**config.mk**
```make
export PLATFORM = sky130hd
export DESIGN_NAME = gpo_ports
export DESIGN_NICKNAME = d
export VERILOG_FILES = /design/src/common/gpo_pkg.sv /design/src/rtl/gpo_ports.sv
export SDC_FILE = /design/constraint.sdc
export NUM_CORES = 1
export LEC_CHECK = 0
export BUFFER_PORTS_ARGS = -buffer_cell sky130_fd_sc_hd__clkbuf_2
export CORE_UTILIZATION = 55
export CTS_CLUSTER_SIZE = 16
export DETAILED_ROUTE_END_ITERATION = 8
export HOLD_SLACK_MARGIN = 0.1
export PLACE_DENSITY = 0.93
export SLEW_MARGIN = 20
export SYNTH_ARGS = -nofsm -noshare
export SYNTH_HDL_FRONTEND = slang
export SYNTH_SLANG_ARGS = --single-unit
```
**constraint.sdc**
```tcl
create_clock -name clk_in -period 16.2 [get_ports clk_in]
set_clock_uncertainty 0.1 [all_clocks]
set_input_delay 2.43 -clock clk_in [delete_from_list [all_inputs] [get_ports clk_in]]
set_output_delay 2.43 -clock clk_in [all_outputs]
set_load 0.05 [all_outputs]
```
**src/common/gpo_pkg.sv**
```systemverilog
// Operation
// receiver 0 forces port d bit 0 input
// forced input keeps latch pull-up, gated by disable
// bit 0 pin-change source 24 forces input enable
// bit 0 feeds timer3 count, large variant only
// compare outputs drive bits 7-4; bit 6 captures
// transmitter forces output, no pull-up, drives data
// global pull-up disable kills every port pull-up
// port a at 0x02/0x01/0x00, reset zero
// port b at 0x05/0x04/0x03, reset zero
// port c at 0x08/0x07/0x06, reset zero
// port d latch 0x0b, direction 0x0a, reset zero
// port d pin levels at 0x09, no reset
// direction one makes the pin an output
// pin reads return sampled pin levels
// no override: drive latch or float/pull up
package gpo_pkg;

  // ==========================================================
  // register map (index; byte address is four times index)
  localparam logic [5:0] GPO_IDX_PIN_A    = 6'h00;
  localparam logic [5:0] GPO_IDX_DIR_A    = 6'h01;
  localparam logic [5:0] GPO_IDX_LATCH_A  = 6'h02;
  localparam logic [5:0] GPO_IDX_PIN_B    = 6'h03;
  localparam logic [5:0] GPO_IDX_DIR_B    = 6'h04;
  localparam logic [5:0] GPO_IDX_LATCH_B  = 6'h05;
  localparam logic [5:0] GPO_IDX_PIN_C    = 6'h06;
  localparam logic [5:0] GPO_IDX_DIR_C    = 6'h07;
  localparam logic [5:0] GPO_IDX_LATCH_C  = 6'h08;
  localparam logic [5:0] GPO_IDX_PIN_D    = 6'h09;
  localparam logic [5:0] GPO_IDX_DIR_D    = 6'h0A;
  localparam logic [5:0] GPO_IDX_LATCH_D  = 6'h0B;
  localparam logic [5:0] GPO_IDX_SYSCTL   = 6'h0C;
  localparam logic [5:0] GPO_REGS_PER_PRT = 6'h03;

  // ==========================================================
  // fields, ports and reset values
  localparam int         GPO_PORTS        = 4;
  localparam int         GPO_PORT_D       = 3;
  localparam int         GPO_PULLOFF_BIT  = 4;
  localparam int         GPO_BIT_RX0      = 0;
  localparam int         GPO_BIT_TX0      = 1;
  localparam int         GPO_BIT_RX1      = 2;
  localparam int         GPO_BIT_TX1      = 3;
  localparam int         GPO_BIT_XCK      = 4;
  localparam int         GPO_BIT_CAPTURE  = 6;
  localparam logic [7:0] GPO_DIR_RST      = 8'h00;
  localparam logic [7:0] GPO_LATCH_RST    = 8'h00;
  localparam logic       GPO_PULLOFF_RST  = 1'b0;

  // register kind within a port group
  typedef enum logic [1:0] {
    GPO_K_PIN   = 2'b00,
    GPO_K_DIR   = 2'b01,
    GPO_K_LATCH = 2'b10,
    GPO_K_CTRL  = 2'b11
  } gpo_kind_e;

  typedef logic [GPO_PORTS-1:0][7:0] gpo_pins_t;

  // decoded register address
  typedef struct packed {
    logic      hit;
    logic [1:0] port;
    gpo_kind_e kind;
  } gpo_dec_s;

  // per-pin override controls for one port
  typedef struct packed {
    logic [7:0] pullup_override_enable;
    logic [7:0] pullup_override_value;
    logic [7:0] direction_override_enable;
    logic [7:0] direction_override_value;
    logic [7:0] pin_value_override_enable;
    logic [7:0] pin_value_override_value;
    logic [7:0] input_enable_override_enable;
    logic [7:0] input_enable_override_value;
  } gpo_ovr_s;

  // resolved pin drive
  typedef struct packed {
    logic [7:0] out;
    logic [7:0] oe;
    logic [7:0] pu;
  } gpo_drive_s;

  // peripheral controls reaching port d
  typedef struct packed {
    logic       serial0_receiver_on;
    logic       serial1_receiver_on;
    logic       serial0_transmitter_on;
    logic       serial1_transmitter_on;
    logic       serial0_transmit_line;
    logic       serial1_transmit_line;
    logic [3:0] compare_enable;
    logic [3:0] compare_value;
    logic [7:0] pin_change_mask;
    logic       pin_change_group3_enable;
    logic       irq0_enable;
    logic       irq1_enable;
    logic       sleep;
  } gpo_periph_in_s;

  // port d levels handed to peripherals
  typedef struct packed {
    logic       serial0_receive_line;
    logic       serial1_receive_line;
    logic       timer3_count_input;
    logic       timer1_capture_input;
    logic       external_irq0_input;
    logic       external_irq1_input;
    logic       serial1_external_clock;
    logic [7:0] pin_change_d;
  } gpo_periph_out_s;

endpackage

```
**src/rtl/gpo_ports.sv**
```systemverilog
`timescale 1ns/10ps
module gpo_ports #(
  parameter bit LARGE_MEM = 1'b1  // variant with the third timer count input
) (
  input  logic                     clk_in,
  input  logic                     reset_in,
  input  logic                     ce_in,
  input  logic [7:0]               avs_address_in,
  input  logic                     avs_read_in,
  input  logic                     avs_write_in,
  input  logic [31:0]              avs_writedata_in,
  input  logic [3:0]               avs_byteenable_in,
  output logic [31:0]              avs_readdata_out,
  output logic                     avs_waitrequest_out,
  input  gpo_pkg::gpo_pins_t       pins_in,
  output gpo_pkg::gpo_pins_t       pins_out,
  output gpo_pkg::gpo_pins_t       pins_oe_out,
  output gpo_pkg::gpo_pins_t       pullup_out,
  input  gpo_pkg::gpo_periph_in_s  periph_in,
  output gpo_pkg::gpo_periph_out_s periph_out
);

  // ==========================================================
  // state
  logic [7:0]               dir_q [gpo_pkg::GPO_PORTS];  // direction bits
  logic [7:0]               latch_q [gpo_pkg::GPO_PORTS]; // output latches
  gpo_pkg::gpo_pins_t       pin_q;          // sampled pin levels
  logic                     pull_off_q;     // global pull-up disable
  logic                     wait_q;         // waitrequest flop
  logic [31:0]              rdata_q;        // read data flop
  gpo_pkg::gpo_pins_t       pins_out_q;     // registered pin values
  gpo_pkg::gpo_pins_t       pins_oe_q;      // registered enables
  gpo_pkg::gpo_pins_t       pullup_q;       // registered pull-ups
  gpo_pkg::gpo_periph_out_s periph_q;       // registered peripheral levels

  // ==========================================================
  // combinational
  gpo_pkg::gpo_dec_s        dec;            // decoded address
  logic                     wr_go;          // write commits this edge
  logic [7:0]               rd_d;           // read mux result
  gpo_pkg::gpo_ovr_s        ovr_d;          // port d overrides
  gpo_pkg::gpo_drive_s      drv [gpo_pkg::GPO_PORTS]; // resolved drive
  logic [7:0]               ie_d;           // port d input enables
  logic [7:0]               pd_lvl;         // port d gated levels

  // ==========================================================
  // functions

  // address decode: index, port group and kind
  function automatic gpo_pkg::gpo_dec_s reg_decode(input logic [7:0] addr);
    gpo_pkg::gpo_dec_s d;
    logic [5:0]        idx;
    idx = addr[7:2];
    d   = '0;
    // port groups of three registers each
    if (idx <= gpo_pkg::GPO_IDX_LATCH_D)
    begin
      d.hit  = 1'b1;
      d.port = 2'(idx / gpo_pkg::GPO_REGS_PER_PRT);
      d.kind = gpo_pkg::gpo_kind_e'(2'(idx % gpo_pkg::GPO_REGS_PER_PRT));
    end
    // system control register
    else if (idx == gpo_pkg::GPO_IDX_SYSCTL)
    begin
      d.hit  = 1'b1;
      d.kind = gpo_pkg::GPO_K_CTRL;
    end
    return d;
  endfunction

  // pin resolution through the override controls
  function automatic gpo_pkg::gpo_drive_s pin_resolve(
    input logic [7:0]        dir,
    input logic [7:0]        latch,
    input logic              pull_off,
    input gpo_pkg::gpo_ovr_s o
  );
    gpo_pkg::gpo_drive_s r;
    logic [7:0]          dd;
    logic [7:0]          pu;
    // direction: override or direction bit
    dd = (o.direction_override_enable & o.direction_override_value)
       | (~o.direction_override_enable & dir);
    // default pull-up needs input, latch one, no global disable
    pu = ~dir & latch & {8{~pull_off}};
    pu = (o.pullup_override_enable & o.pullup_override_value)
       | (~o.pullup_override_enable & pu);
    r.oe  = dd;
    // driven value: override or latch
    r.out = (o.pin_value_override_enable & o.pin_value_override_value)
          | (~o.pin_value_override_enable & latch);
    r.pu  = pu & ~dd;
    return r;
  endfunction

  // ==========================================================
  // bus decode and read mux
  assign dec   = reg_decode(avs_address_in);
  assign wr_go = avs_write_in & ~wait_q & avs_byteenable_in[0] & dec.hit;

  // read data selection; unmapped reads give zero
  always_comb
  begin
    rd_d = 8'h00;
    if (dec.hit)
    begin
      case (dec.kind)
        // pin levels, port d gated by its input enables
        gpo_pkg::GPO_K_PIN:
          rd_d = (32'(dec.port) == gpo_pkg::GPO_PORT_D) ? pd_lvl : pin_q[dec.port];
        gpo_pkg::GPO_K_DIR:   rd_d = dir_q[dec.port];
        gpo_pkg::GPO_K_LATCH: rd_d = latch_q[dec.port];
        gpo_pkg::GPO_K_CTRL:  rd_d[gpo_pkg::GPO_PULLOFF_BIT] = pull_off_q;
        default:              rd_d = 8'h00;
      endcase
    end
  end

  // ==========================================================
  // avalon handshake: one wait cycle, then a one-cycle answer
  always_ff @(posedge clk_in or posedge reset_in)
  begin
    if (reset_in)
    begin
      wait_q  <= 1'b1;
      rdata_q <= 32'h00000000;
    end
    // answer lasts one cycle even when the clock enable drops
    else if (!wait_q)
      wait_q <= 1'b1;
    // new request: answer at the next edge
    else if (ce_in && (avs_read_in || avs_write_in))
    begin
      wait_q <= 1'b0;
      if (avs_read_in)
        rdata_q <= {24'h000000, rd_d};
    end
  end

  // ==========================================================
  // direction and latch registers
  always_ff @(posedge clk_in or posedge reset_in)
  begin
    if (reset_in)
    begin
      // all ports reset to inputs, latches zero
      for (int k = 0; k < gpo_pkg::GPO_PORTS; k++)
      begin
        dir_q[k]   <= gpo_pkg::GPO_DIR_RST;
        latch_q[k] <= gpo_pkg::GPO_LATCH_RST;
      end
    end
    // write commits on the answer edge
    else if (wr_go)
    begin
      if (dec.kind == gpo_pkg::GPO_K_DIR)
        dir_q[dec.port] <= avs_writedata_in[7:0];
      else if (dec.kind == gpo_pkg::GPO_K_LATCH)
        latch_q[dec.port] <= avs_writedata_in[7:0];
    end
  end

  // ==========================================================
  // system control: global pull-up disable
  always_ff @(posedge clk_in or posedge reset_in)
  begin
    if (reset_in)
      pull_off_q <= gpo_pkg::GPO_PULLOFF_RST;
    else if (wr_go && dec.kind == gpo_pkg::GPO_K_CTRL)
      pull_off_q <= avs_writedata_in[gpo_pkg::GPO_PULLOFF_BIT];
  end

  // ==========================================================
  // pin sampling; pin level registers have no reset value
  always_ff @(posedge clk_in)
  begin
    if (ce_in)
      pin_q <= pins_in;
  end

  // ==========================================================
  // port d override controls
  always_comb
  begin
    ovr_d = '0;
    // receiver 0 holds bit 0 as input, pull-up from latch
    ovr_d.pullup_override_enable[0]    = periph_in.serial0_receiver_on;
    ovr_d.pullup_override_value[0]     = latch_q[gpo_pkg::GPO_PORT_D][0] & ~pull_off_q;
    ovr_d.direction_override_enable[0] = periph_in.serial0_receiver_on;
    // transmitter 0 owns bit 1: output, no pull-up, data
    ovr_d.pullup_override_enable[1]    = periph_in.serial0_transmitter_on;
    ovr_d.direction_override_enable[1] = periph_in.serial0_transmitter_on;
    ovr_d.direction_override_value[1]  = 1'b1;
    ovr_d.pin_value_override_enable[1] = periph_in.serial0_transmitter_on;
    ovr_d.pin_value_override_value[1]  = periph_in.serial0_transmit_line;
    // receiver 1 holds bit 2 as input, pull-up from latch
    ovr_d.pullup_override_enable[2]    = periph_in.serial1_receiver_on;
    ovr_d.pullup_override_value[2]     = latch_q[gpo_pkg::GPO_PORT_D][2] & ~pull_off_q;
    ovr_d.direction_override_enable[2] = periph_in.serial1_receiver_on;
    // transmitter 1 owns bit 3
    ovr_d.pullup_override_enable[3]    = periph_in.serial1_transmitter_on;
    ovr_d.direction_override_enable[3] = periph_in.serial1_transmitter_on;
    ovr_d.direction_override_value[3]  = 1'b1;
    ovr_d.pin_value_override_enable[3] = periph_in.serial1_transmitter_on;
    ovr_d.pin_value_override_value[3]  = periph_in.serial1_transmit_line;
    // compare outputs take the value of bits 7..4 only
    ovr_d.pin_value_override_enable[7:4] = periph_in.compare_enable;
    ovr_d.pin_value_override_value[7:4]  = periph_in.compare_value;
    // pin change sources keep inputs alive
    ovr_d.input_enable_override_enable =
      periph_in.pin_change_mask & {8{periph_in.pin_change_group3_enable}};
    // external interrupts also keep their inputs alive
    ovr_d.input_enable_override_enable[2] =
      ovr_d.input_enable_override_enable[2] | periph_in.irq0_enable;
    ovr_d.input_enable_override_enable[3] =
      ovr_d.input_enable_override_enable[3] | periph_in.irq1_enable;
    ovr_d.input_enable_override_value = 8'hFF;
  end

  // port d input enable: override, else off in sleep
  assign ie_d = (ovr_d.input_enable_override_enable & ovr_d.input_enable_override_value)
              | (~ovr_d.input_enable_override_enable & {8{~periph_in.sleep}});
  assign pd_lvl = pin_q[gpo_pkg::GPO_PORT_D] & ie_d;

  // per-port drive; only port d carries overrides here
  always_comb
  begin
    for (int k = 0; k < gpo_pkg::GPO_PORTS; k++)
      drv[k] = pin_resolve(dir_q[k], latch_q[k], pull_off_q,
                           (k == gpo_pkg::GPO_PORT_D) ? ovr_d : '0);
  end

  // ==========================================================
  // registered pin drive
  always_ff @(posedge clk_in or posedge reset_in)
  begin
    if (reset_in)
    begin
      pins_out_q <= '0;
      pins_oe_q  <= '0;
      pullup_q   <= '0;
    end
    else if (ce_in)
    begin
      for (int k = 0; k < gpo_pkg::GPO_PORTS; k++)
      begin
        pins_out_q[k] <= drv[k].out;
        pins_oe_q[k]  <= drv[k].oe;
        pullup_q[k]   <= drv[k].pu;
      end
    end
  end

  // ==========================================================
  // registered port d levels for the peripherals
  always_ff @(posedge clk_in or posedge reset_in)
  begin
    if (reset_in)
      periph_q <= '0;
    else if (ce_in)
    begin
      periph_q.pin_change_d           <= pd_lvl;
      periph_q.serial0_receive_line   <= pd_lvl[gpo_pkg::GPO_BIT_RX0];
      periph_q.serial1_receive_line   <= pd_lvl[gpo_pkg::GPO_BIT_RX1];
      // count input exists only on the large variant
      periph_q.timer3_count_input     <= pd_lvl[gpo_pkg::GPO_BIT_RX0] & LARGE_MEM;
      periph_q.timer1_capture_input   <= pd_lvl[gpo_pkg::GPO_BIT_CAPTURE];
      periph_q.external_irq0_input    <= pd_lvl[gpo_pkg::GPO_BIT_RX1];
      periph_q.external_irq1_input    <= pd_lvl[gpo_pkg::GPO_BIT_TX1];
      periph_q.serial1_external_clock <= pd_lvl[gpo_pkg::GPO_BIT_XCK];
    end
  end

  // ==========================================================
  // outputs straight from flops
  assign avs_readdata_out    = rdata_q;
  assign avs_waitrequest_out = wait_q;
  assign pins_out            = pins_out_q;
  assign pins_oe_out         = pins_oe_q;
  assign pullup_out          = pullup_q;
  assign periph_out          = periph_q;
endmodule

```
# ---- After elaboration in Yosys (flattened, before gate mapping)
# Index checks and enable logic that the tools add are counted.
dict set report totals {
  register_bits 215
  word_cells 120
  output_inout_bits 144
  in_bits 107
}
dict set report op_classes {
  n_mux 24
  n_div 2
  bitwise 44
  magnitude_cmp 4
  reduce_logical 8
  eq_ne 5
}
# operator n
set op_table {}
lappend op_table {{bitwise AND 8 bit} 19}
lappend op_table {{bitwise mux 32 bit} 2}
lappend op_table {{two-way mux 8 bit} 8}
lappend op_table {{inverter 8 bit} 7}
lappend op_table {{binary-select mux 8 bit (select 2 bit)} 3}
lappend op_table {{demux 8 bit (select 2 bit)} 1}
lappend op_table {{bitwise OR 4 x 8 -> 8 bit} 2}
lappend op_table {{bitwise OR 8 bit} 2}
lappend op_table {{case mux 4 bit (3 select lines)} 1}
lappend op_table {{case mux 3 bit (3 select lines)} 1}
lappend op_table {{inverter 4 -> 8 bit} 1}
lappend op_table {{divider 6 x 2 -> 6 bit (second input constant)} 1}
lappend op_table {{equality test 2 bit (second input constant)} 3}
lappend op_table {{equality test 6 x 4 -> 1 bit (second input constant)} 1}
lappend op_table {{less-or-equal comparator 6 x 4 -> 1 bit (second input constant)} 1}
lappend op_table {{remainder unit 6 x 2 -> 6 bit (second input constant)} 1}
lappend op_table {{two-way mux 2 bit} 3}
lappend op_table {{AND reduction 3 bit} 2}
lappend op_table {{bitwise AND 1 bit} 5}
lappend op_table {{bitwise AND 4 x 3 -> 4 bit} 1}
lappend op_table {{two-way mux 1 bit} 4}
lappend op_table {{inverter 1 bit} 4}
lappend op_table {{case mux 1 bit (4 select lines)} 1}
lappend op_table {{>= comparator 3 bit (second input constant)} 1}
lappend op_table {{9 further kinds} 12}

# ---- Depth between registers and ports, before layout
# Gate-level depths: netlist (run 1).
dict set report logic_depth {
  depth_word 9
  mapped_depth 20
  depth_no_buf 17
}

# ---- Worst setup path before layout (run 1)
# OpenSTA, ideal clock, no wires.
dict set report synth_path {
  kind {input to register}
  from {input avs_address_in[7]}
  to {register dir_q[16] (netlist name)}
  setup_time_ns 0.125
  path_slack_ns 9.940
  cell_stages 19
  t_arrival_ns 6.035
  required_time_ns 15.975
  path_buffers 2
  path_cell_list {inv_1 ha_1 buf_6 xor2_1 o22ai_1 ha_1 a21oi_1 o21a_1 o21a_1 nand2_1 and2_1 ha_1 a2111oi_4 nand2_2 a2111oi_2 a21oi_2 buf_6 nor3_4 mux2_2}
}
dict set report synth_between {
  elab_chain_cells 8
  word_cells_on_any_way 19
  cone_classes {div (2); order compare (3); eq/ne (2); mux (8); bitwise (2); reduce/logical (2)}
}
# element line_no
set synth_lines {}
lappend synth_lines {{start, declared} gpo_ports.sv:8} ;# input logic [7:0] avs_address_in,
lappend synth_lines {{divider 6 x 2 -> 6 bit / less-or-equal comparator 6 x 4 -> 1 bit (equally long branches)} {gpo_ports.sv:59, gpo_ports.sv:56}}
lappend synth_lines {{two-way mux 2 bit} gpo_ports.sv:56} ;# if (idx <= gpo_pkg::GPO_IDX_LATCH_D)
lappend synth_lines {{inverter 2 -> 3 bit (not written as such)} gpo_ports.sv:157} ;# dir_q[dec.port] <= avs_writedata_in[7:0];
lappend synth_lines {{>= comparator 3 bit (not written as such) / less-than comparator 3 x 1 -> 1 bit (equally long branches)} gpo_ports.sv:157}
lappend synth_lines {{logical AND 1 bit (not written as such)} gpo_ports.sv:157}
lappend synth_lines {{two-way mux 8 bit (not written as such)} gpo_ports.sv:157}
lappend synth_lines {{demux 8 bit (select 2 bit)} gpo_ports.sv:157}
lappend synth_lines {{bitwise mux 32 bit} gpo_ports.sv:157}
lappend synth_lines {{end signal, assigned by index} gpo_ports.sv:149} ;# dir_q[k] <= gpo_pkg::GPO_DIR_RST;
lappend synth_lines {{end signal, assigned by index} gpo_ports.sv:157}
lappend synth_lines {{end, declared} gpo_ports.sv:25} ;# logic [7:0] dir_q [gpo_pkg::GPO_PORTS];
# Parallel ways exist; a longest one is shown, timed or not.
# A chain may end at the register's enable or synchronous reset.

# ---- Worst setup path after layout (run 1)
dict set report layout_path {
  from {input avs_address_in[6]}
  to {register dir_q[10] (netlist name)}
}
# Same word-level chain as after synthesis.

==> results of run 1 <==
logic make-up after synthesis:
logic type               share of synthesized area, %
flip-flops                                      56.59
AO/OA/AOI/OAI                                   10.90
buffers and inverters                           6.510
XOR/XNOR                                       0.1830
adder cells (fa/ha/maj)                        0.7843
multiplexers                                    18.13
AND/OR/NAND/NOR                                 6.863
other                                         0.03918
worst max-delay path: stages:
cell       delay (ps)
clkbuf_2           90
inv_1              90
ha_1              390
mux2i_1           170
o22ai_1           270
ha_1              330
a21oi_1            70
o21a_1            130
o21ai_1           230
o21ai_1           180
and2_1            200
ha_1              230
a2111oi_4         350
nand2_2           580
a2111oi_2         580
a21oi_2           230
nor4_4            810
mux2_2            430
worst max-delay path by stage:
stage,to,slack (ps)
after detailed placement,dir_q[14],8250
after global placement,dir_q[15],8430
final,dir_q[10],8670
after CTS,dir_q[10],8760
after floorplan,avs_readdata_out[0],8840
after global routing,dir_q[10],8260
power by group through the flow:
stage          sequential (mW)  combinational [mW]  clock (mW)
4_1_cts                  0.597               0.238       0.477
6_report                 0.597               0.238       0.472
5_1_grt                  0.600               0.252       0.495
3_3_place_gp             0.604               0.231           0
3_5_place_dp             0.606               0.237           0
2_1_floorplan            0.662               0.121           0
flip-flops by register name, indices dropped and copies added (netlist names):
register and cells:
avs_readdata_out 8, avs_waitrequest_out 1, dir_q 32, drv 24, latch_q 8, periph_out 8, pin_q 32, pins_oe_out 32
pins_out 32, pull_off_q 1, pullup_out 32
cell usage in the layout, fill, tap and decap left out, types with 4 or more instances in the layout:
| cell | n |
|---|---|
| clkbuf_2 | 196 |
| dfrtp_1 | 177 |
| mux2_2 | 130 |
| inv_1 | 54 |
| nand2_1 | 42 |
| edfxtp_1 | 32 |
| conb_1 | 24 |
| o32ai_1 | 22 |
| o21ai_0 | 22 |
| clkbuf_16 | 21 |
| nor2_1 | 20 |
| mux2i_1 | 14 |
| a222oi_1 | 14 |
| a21oi_1 | 13 |
| o221ai_1 | 10 |
| nor3b_1 | 9 |
| o22a_1 | 8 |
| mux2_4 | 8 |
| clkbuf_1 | 8 |
| nand3_1 | 7 |
| nor3_1 | 7 |
| a21boi_0 | 6 |
| ha_1 | 6 |
| buf_4 | 6 |
| nand2b_1 | 5 |
| o22ai_1 | 5 |
| nor3_4 | 4 |
| o32a_1 | 4 |
final cells by class:
type	instances	area (sq um)	share of cell area (%)
clock buffer	32	596.8	5.317
clock inverter	6	62.56	0.5574
inverter	55	211.5	1.884
multi-input combinational	435	3625	32.29
sequential	210	5416	48.26
tap	220	275.3	2.452
timing repair buffer	203	1037	9.241
metrics by stage:
stage / utilization, % / total power [mW] / instance area, sq um / setup slack [ps] / cells
after floorplan: - / 0.7828 / 9658 / 8841 / 770
after global placement: 63.04 / 0.8350 / 10570 / 8430 / 1123
after detailed placement: 63.04 / 0.8432 / 10570 / 8252 / 1123
after CTS: 66.97 / 1.312 / 11220 / 8762 / 1161
after global routing: 66.97 / 1.348 / 11220 / 8263 / 1161
final: 66.97 / 1.306 / 11220 / 8670 / 1161
metal layers:
metal | wire (um) | global-route usage (%) | share of wire (%) | vias to the layer above
li1 | - | - | - | 3040
met1 | 9588 | 35.59 | 39 | 3401
met2 | 12210 | 48.16 | 50 | 329
met3 | 1886 | 5.026 | 7.8 | 52
met4 | 634 | 7.828 | 2.6 | 0
met5 | 0 | 0 | 0 | -
==> impl_metrics.csv, run 1 <==
group,metric,value,unit
floorplanning,die_h,133.9,um
sta,final_max_slew_viol_count,0,
clocking,cts_setup_buffers,0,
routing,routed_via_density,5.876,
routing,ant_nets,0,
cells_and_area,nets,1039,
yosys,ys_warn_count,0,
place,dp_hpwl,16650,um
yosys,yosysTopAreaCellShare,46.27,%
critical_path,crit_required,16480,ps
clocking,clk_latency,500,ps
power,swShare,30.38,%
cells_and_area,layout-drive-gt1-share,41.45,%
sta,period_needed,7530,ps
yosys,synth.most_common_cell,"dfrtp_1",
routing,drc,0,
critical_path,critical_path_class,"primary input to flip-flop",
critical_path,reg2reg_slack,13610,ps
clocking,cts_made_buffers,21,
clocking,cts_buffer_depth,3,
yosys,synthArstFlopShare,84.76,%
status,run_status,"finished clean",
worst_hold_path,worstHoldStart,"avs_readdata_out[7]",
sta,post-route-period-util,46.48,%
power,p_comb_share,18.2,%
place,globalplace.congestion,0.8887,
critical_path,timing.critical_path.from,"avs_address_in[6]",
yosys,syn_area,9572,sq um
routing,wl,24320,um
critical_path,cp_max_fo,31,
worst_hold_path,hold_depth,2,
sta,rsz0062_at_grt,"no",
yosys,synth_edf_count,32,
floorplanning,die_w,133.9,um
clocking,root_buffer,"clkbuf_16",
grt,grt_overflow,0,
grt,grt_usage,27.73,%
sta,max_freq,132.8,MHz
cells_and_area,antenna_cells,0,
yosys,yosysTopAreaCell,"dfrtp_1",
sta,holdWs,404.9,ps
critical_path,start_kind,"primary input",
critical_path,end_kind,"flip-flop",
sta,worst_slew_pin_slew,1094,ps
grt,grt_pass1_wl,38340,um
place,portBuffers,197,
routing,vias,6822,
sta,setup_violations,0,
power,clock_power_share,36.1,%
grt,antenna_found_initial,0,
floorplanning,core_region_area,16760,sq um
sta,tns,0,ps
clocking,hold_buffers,0,
floorplanning,row_count,47,
floorplanning,design.die.area,17930,sq um
clocking,cts_sinks,210,
critical_path,r2r_cells,3,
yosys,synth-seq-area-share,56.59,%
routing,drtPass1Iterations,8,
routing,post_drt_wl_per_cell,20.95,um
yosys,yosysUniqueCellTypes,71,
power,ir_drop,0.09608,mV
yosys,yosys-top-cells-count,"177 x dfrtp_1, 130 x mux2_2, 55 x inv_1",
grt,grt_max_degree,102,
worst_hold_path,hold_path.class,"flip-flop to flip-flop",
power,sequentialPowerShare,45.7,%
floorplanning,initial_utilization,57.11,%
cells_and_area,n_fill_cell,1188,
power,leakage,5.518,nW
job,maxCapViolCount,0,
clocking,cts_tree,"done",
yosys,ys.flop_type,"dfrtp_1",
yosys,synthTopCellsByArea,"dfrtp_1 46%, mux2_2 15%, edfxtp_1 10%",
clocking,clkTransAtPathRegs,60,ps
sta,hold_viol_final,0,
power,power.internal,0.9096,mW
critical_path,rr_endpoint,"drv[40]",
yosys,post_synth.cell_area_avg,12.81,sq um
worst_hold_path,hold_end,"avs_readdata_out[7]",
critical_path,r2r_start,"avs_waitrequest_out",
floorplanning,io_pins,251,
cells_and_area,area_growth,17.27,%
yosys,ys_seq_elements,210,
routing,drt_iter0_drc,529,
sta,slew_headroom,26.81,%
critical_path,cp.arrival,7820,ps
power,powerDensity,116.4,nW/um^2
power,power_switching,0.3969,mW
yosys,synthCells,747,
clocking,cts_resized,0,
clocking,cts-htree-levels,1,
grt,first_global_vias,6926,
Note: power is estimated with default switching activity, not from simulation.
==> run 2, diff against run 1 <==
--- a/config.mk
+++ b/config.mk
@@ -6,11 +6,11 @@
 export NUM_CORES = 1
 export LEC_CHECK = 0
 export BUFFER_PORTS_ARGS = -buffer_cell sky130_fd_sc_hd__clkbuf_2
-export CORE_UTILIZATION = 55
+export CORE_UTILIZATION = 53
 export CTS_CLUSTER_SIZE = 16
 export DETAILED_ROUTE_END_ITERATION = 8
 export HOLD_SLACK_MARGIN = 0.1
-export PLACE_DENSITY = 0.93
+export PLACE_DENSITY = 0.9
 export SLEW_MARGIN = 20
 export SYNTH_ARGS = -nofsm -noshare
 export SYNTH_HDL_FRONTEND = slang
==> constraint.sdc (replaced) <==
create_clock -name clk_in -period 7.2 [get_ports clk_in]
set_clock_uncertainty 0.1 [all_clocks]
set_input_delay 1.08 -clock clk_in [delete_from_list [all_inputs] [get_ports clk_in]]
set_output_delay 1.08 -clock clk_in [all_outputs]
set_load 0.05 [all_outputs]
==> run 2 against run 1 <==
Against the previous run: register-to-register slack worse by 8900 ps; sequential power up 120%; worst hold slack better by 1.6 ps; final area up 1.0%; global-route usage down 2.2 points; non-clock buffer count unchanged; clock-buffer cell count down 2; critical path depth unchanged; critical endpoint is now latch_q[2]; combinational power up 130%; highest routed layer unchanged; critical path type unchanged; first-iteration DRC count down 17%; clock power rose to 2.5 times the previous value.
==> impl_metrics.csv, run 2 (synthesis results as in run 1) <==
group,metric,value,unit
floorplanning,core_region_area,17480,sq um
critical_path,timing.critical_path.from,"avs_address_in[7]",
clocking,cts_sinks,210,
power,clock_power_share,38.7,%
sta,tns,0,ps
cells_and_area,final_cell_mix,"196 x clkbuf_2, 177 x dfrtp_1, 130 x mux2_2, 54 x inv_1, 42 x nand2_1",
power,powerDensity,269.6,nW/um^2
worst_hold_path,hold_depth,1,
place,dp_hpwl,15960,um
routing,vias,6755,
floorplanning,design.die.area,18600,sq um
clocking,cts_tree,"done",
grt,grt_overflow,0,
routing,ant_nets,0,
power,leakage,5.571,nW
clocking,hold_buffers,0,
critical_path,rr_endpoint,"dir_q[1]",
routing,wl,23470,um
cells_and_area,final_cells,1168,
critical_path,cp_max_fo,12,
critical_path,critical_path_class,"primary input to flip-flop",
cells_and_area,nets,1040,
critical_path,r2r_cells,3,
routing,drt_iter0_drc,440,
critical_path,r2r_start,"avs_waitrequest_out",
routing,routed_via_density,5.783,
power,swShare,29.39,%
status,run_status,"finished clean",
clocking,cts_setup_buffers,0,
sta,post-route-period-util,79.66,%
cells_and_area,area_growth,18.50,%
worst_hold_path,hold_path.class,"flip-flop to flip-flop",
power,power_switching,0.8987,mW
routing,drc,0,
sta,slew_headroom,31.42,%
critical_path,cp.arrival,6010,ps
place,globalplace.congestion,0.8298,
sta,worst_slew_pin_slew,1009,ps
sta,holdWs,406.5,ps
clocking,cts_resized,0,
floorplanning,die_h,136.4,um
critical_path,end_kind,"flip-flop",
critical_path,reg2reg_slack,4710,ps
power,sequentialPowerShare,43.7,%
place,dp_cells,1128,
clocking,root_buffer,"clkbuf_16",
cells_and_area,layout_commonest_cell,"clkbuf_2",
worst_hold_path,hold_end,"pins_oe_out[11]",
critical_path,crit_required,7470,ps
job,maxCapViolCount,0,
grt,grt_max_degree,92,
power,ir_drop,0.1918,mV
floorplanning,io_pins,251,
sta,setup_violations,0,
critical_path,start_kind,"primary input",
clocking,clkTransAtPathRegs,60,ps
cells_and_area,antenna_cells,0,
clocking,cts-htree-levels,1,
place,portBuffers,197,
grt,antenna_found_initial,0,
sta,finalWorstSetupSlack,1464,ps
place,pre_cts_ws,1054,ps
floorplanning,die_w,136.4,um
clocking,clk_latency,500,ps
worst_hold_path,worstHoldStart,"pins_oe_out[11]",
routing,drtPass1Iterations,5,
routing,post_drt_wl_per_cell,20.09,um
grt,grt_pass1_wl,36280,um
cells_and_area,layout-drive-gt1-share,42.21,%
grt,grt_usage,25.54,%
power,power.internal,2.160,mW
clocking,cts_made_buffers,22,
sta,rsz0062_at_grt,"no",
clocking,cts_buffer_depth,3,
floorplanning,initial_utilization,54.77,%
sta,hold_viol_final,0,
power,total_power,3.058,mW
grt,first_global_vias,6776,
floorplanning,row_count,48,
sta,period_needed,5736,ps
sta,max_freq,174.3,MHz
power,p_comb_share,17.6,%
sta,final_max_slew_viol_count,0,
==> run 2: worst max-delay path by stage <==
stage | to | slack [ps] | depth (start not counted)
after floorplan | avs_readdata_out[0] | 1190 | 1
after global placement | latch_q[1] | 1200 | 18
after detailed placement | latch_q[2] | 1050 | 18
after CTS | latch_q[2] | 1550 | 18
after global routing | latch_q[2] | 1150 | 18
final | latch_q[2] | 1460 | 18
==> run 2: layout make-up <==
class	count	area, sq um
Fill cell	1280	6135
Sequential cell	210	5416
Multi-Input combinational cell	435	3631
Timing Repair Buffer	203	1041
Clock buffer	30	631.9
Tap cell	225	281.5
Inverter	55	211.5
Clock inverter	10	128.9
==> run 2: layer usage <==
metal	track usage (%)	wire length, um
met5	0	0
met4	7.593	548
met3	5.369	1774
met2	43.01	11510
met1	33.08	9633
==> run 2: stage by stage <==
stage | instance area, sq um | utilization (%)
after floorplan | 9658 | -
after global placement | 10580 | 60.51
after detailed placement | 10580 | 60.51
after CTS | 11340 | 64.86
after global routing | 11340 | 64.90
final | 11340 | 64.90
==> run 2: worst max-delay path, cell delays in order <==
cell and delay, ps:
clkbuf_2 90, inv_1 90, ha_1 380, xor2_1 270, o22ai_1 170, ha_1 300
a21oi_1 160, o21a_1 160, o21ai_1 150, o21ai_1 230, and2_1 160, ha_1 230
or2_0 290, nor3_2 110, a21oi_2 250, mux2i_2 890, or3_1 590, mux2_2 410
==> run 2: power by group through the flow <==
stage	sequential, mW	combinational [mW]	clock, mW
global route	1.35	0.573	1.24
CTS	1.34	0.540	1.20
global placement	1.35	0.527	0
floorplan	1.49	0.271	0
finish	1.34	0.539	1.18
detailed placement	1.36	0.537	0
==> run 3, diff against run 2 <==
==> constraint.sdc (replaced) <==
create_clock -name clk_in -period 5.47 [get_ports clk_in]
set_clock_uncertainty 0.1 [all_clocks]
set_input_delay 0.8205 -clock clk_in [delete_from_list [all_inputs] [get_ports clk_in]]
set_output_delay 0.8205 -clock clk_in [all_outputs]
set_load 0.05 [all_outputs]
==> run 3 against run 2 <==
Against the previous run: sequential cell count stayed put; clock-buffer cell count stayed put; sequential power is 31% higher; via count is 1.1% higher; largest power group unchanged; worst hold slack worse by 15 ps; clock power is 47% higher; cell count is 1.5% higher.
==> impl_metrics.csv, run 3 (synthesis results as in run 1) <==
group,metric,value,unit
status,run_status,"finished clean",
cells_and_area,n_fill_cell,1271,
critical_path,start_kind,"primary input",
sta,rsz0062_at_grt,"no",
place,portBuffers,197,
place,dp_hpwl,15690,um
grt,grt_pass1_wl,37060,um
grt,grt_overflow,0,
critical_path,end_kind,"flip-flop",
clocking,cts_resized,0,
cells_and_area,area_growth,20.81,%
clocking,cts_sinks,210,
sta,post-route-period-util,92.75,%
grt,grt_usage,25.85,%
power,total_power,4.204,mW
floorplanning,initial_utilization,54.77,%
sta,final_max_slew_viol_count,0,
floorplanning,die_w,136.4,um
cells_and_area,final_cell_mix,"196 x clkbuf_2, 177 x dfrtp_1, 130 x mux2_2, 54 x inv_1, 42 x nand2_1",
critical_path,critical_path_class,"primary input to flip-flop",
critical_path,crit_required,5760,ps
clocking,hold_buffers,0,
cells_and_area,antenna_cells,0,
clocking,cts_made_buffers,23,
floorplanning,io_pins,251,
cells_and_area,layout_commonest_cell,"clkbuf_2",
cells_and_area,post-route-util,66.17,%
clocking,cts-htree-levels,1,
routing,vias,6828,
clocking,root_buffer,"clkbuf_16",
floorplanning,core_region_area,17480,sq um
power,leakage,5.685,nW
floorplanning,row_count,48,
routing,drc,0,
routing,post_drt_wl_per_cell,19.83,um
sta,setup_violations,0,
clocking,clk_latency,510,ps
grt,grt_max_degree,179,
floorplanning,design.die.area,18600,sq um
power,powerDensity,363.5,nW/um^2
sta,tns,0,ps
clocking,clkTransAtPathRegs,60,ps
power,ir_drop,0.2729,mV
clocking,cts_buffer_depth,3,
sta,worst_slew_pin_slew,1034,ps
worst_hold_path,hold_path.class,"primary input to flip-flop",
place,globalplace.congestion,0.8101,
job,maxCapViolCount,0,
cells_and_area,layout-drive-gt1-share,43.33,%
sta,slew_headroom,31.06,%
cells_and_area,nets,1056,
critical_path,cp.arrival,5360,ps
floorplanning,die_h,136.4,um
grt,first_global_vias,6893,
routing,drtPass1Iterations,6,
grt,antenna_found_initial,0,
routing,wl,23500,um
routing,ant_nets,0,
clocking,cts_tree,"done",
sta,period_needed,5073,ps
clocking,cts_setup_buffers,0,
critical_path,cp_max_fo,11,
sta,hold_viol_final,0,
routing,routed_via_density,5.762,
sta,max_freq,197.1,MHz
routing,drt_iter0_drc,574,
-- run 3: cell type report --
class | instances | area, sq um | share of cell area [%]
clock buffer | 30 | 685.7 | 5.929
clock inverter | 12 | 178.9 | 1.547
inverter | 55 | 210.2 | 1.818
multi-input combinational | 435 | 3628 | 31.38
sequential | 210 | 5416 | 46.84
tap | 225 | 281.5 | 2.435
timing repair buffer | 218 | 1162 | 10.05
-- run 3: final timing paths --
| check | startpoint | endpoint | slack [ps] | cells past startpoint |
|---|---|---|---|---|
| max | avs_address_in[6] | dir_q[26] | 400 | 20 |
| min | pins_in[18] | pin_q[18] | 390 | 1 |
| max reg2reg | avs_waitrequest_out | latch_q[6] | 3060 | 3 |
| min reg2reg | avs_readdata_out[7] | avs_readdata_out[7] | 390 | 2 |
| max in group asynchronous | reset_in | pins_oe_out[7] | 4000 | 3 |
| min in group asynchronous | reset_in | pins_oe_out[20] | 430 | 3 |
-- run 3: power breakdown --
part	switching [mW]	internal, mW	total, mW
clock network	0.647	1.08	1.73
registers	0.0700	1.69	1.76
logic	0.508	0.206	0.715
total	1.23	2.98	4.20
-- run 3: routing by layer --
metal  up-vias  share of wire [%]  global-route usage (%)  wire (um)
li1       3069                  -                       -          -
met1      3400                 42                   34.52       9804
met2       324                 48                   43.32      11370
met3        35                7.8                   4.959       1828
met4         0                2.1                   6.358        497
met5         -                  0                       0          0
-- run 3: stage by stage --
stage / setup WS (ps) / cells / hold WS (ps) / area (sq um)
floorplan: 819.3 / 770 / 374.8 / 9662
global placement: 278.6 / 1143 / 369.3 / 10700
detailed placement: 99.65 / 1143 / 376.3 / 10700
CTS: 554.6 / 1185 / 376.6 / 11560
global route: 144.1 / 1185 / 380.0 / 11560
finish: 396.8 / 1185 / 391.8 / 11560
-- run 3: critical path, stage by stage --
cell       delay [ps]
clkbuf_2           90
inv_1             100
ha_1              400
mux2i_1           180
o22ai_1           330
ha_1              350
a21oi_1            80
o21a_1            160
o21ai_1           240
o21ai_1           180
and2_1            190
ha_1              230
nor2_1            260
nand3_1           250
a2111oi_2         380
a21oi_2           160
buf_4             220
nor3_4            180
buf_4             200
mux2_2            360
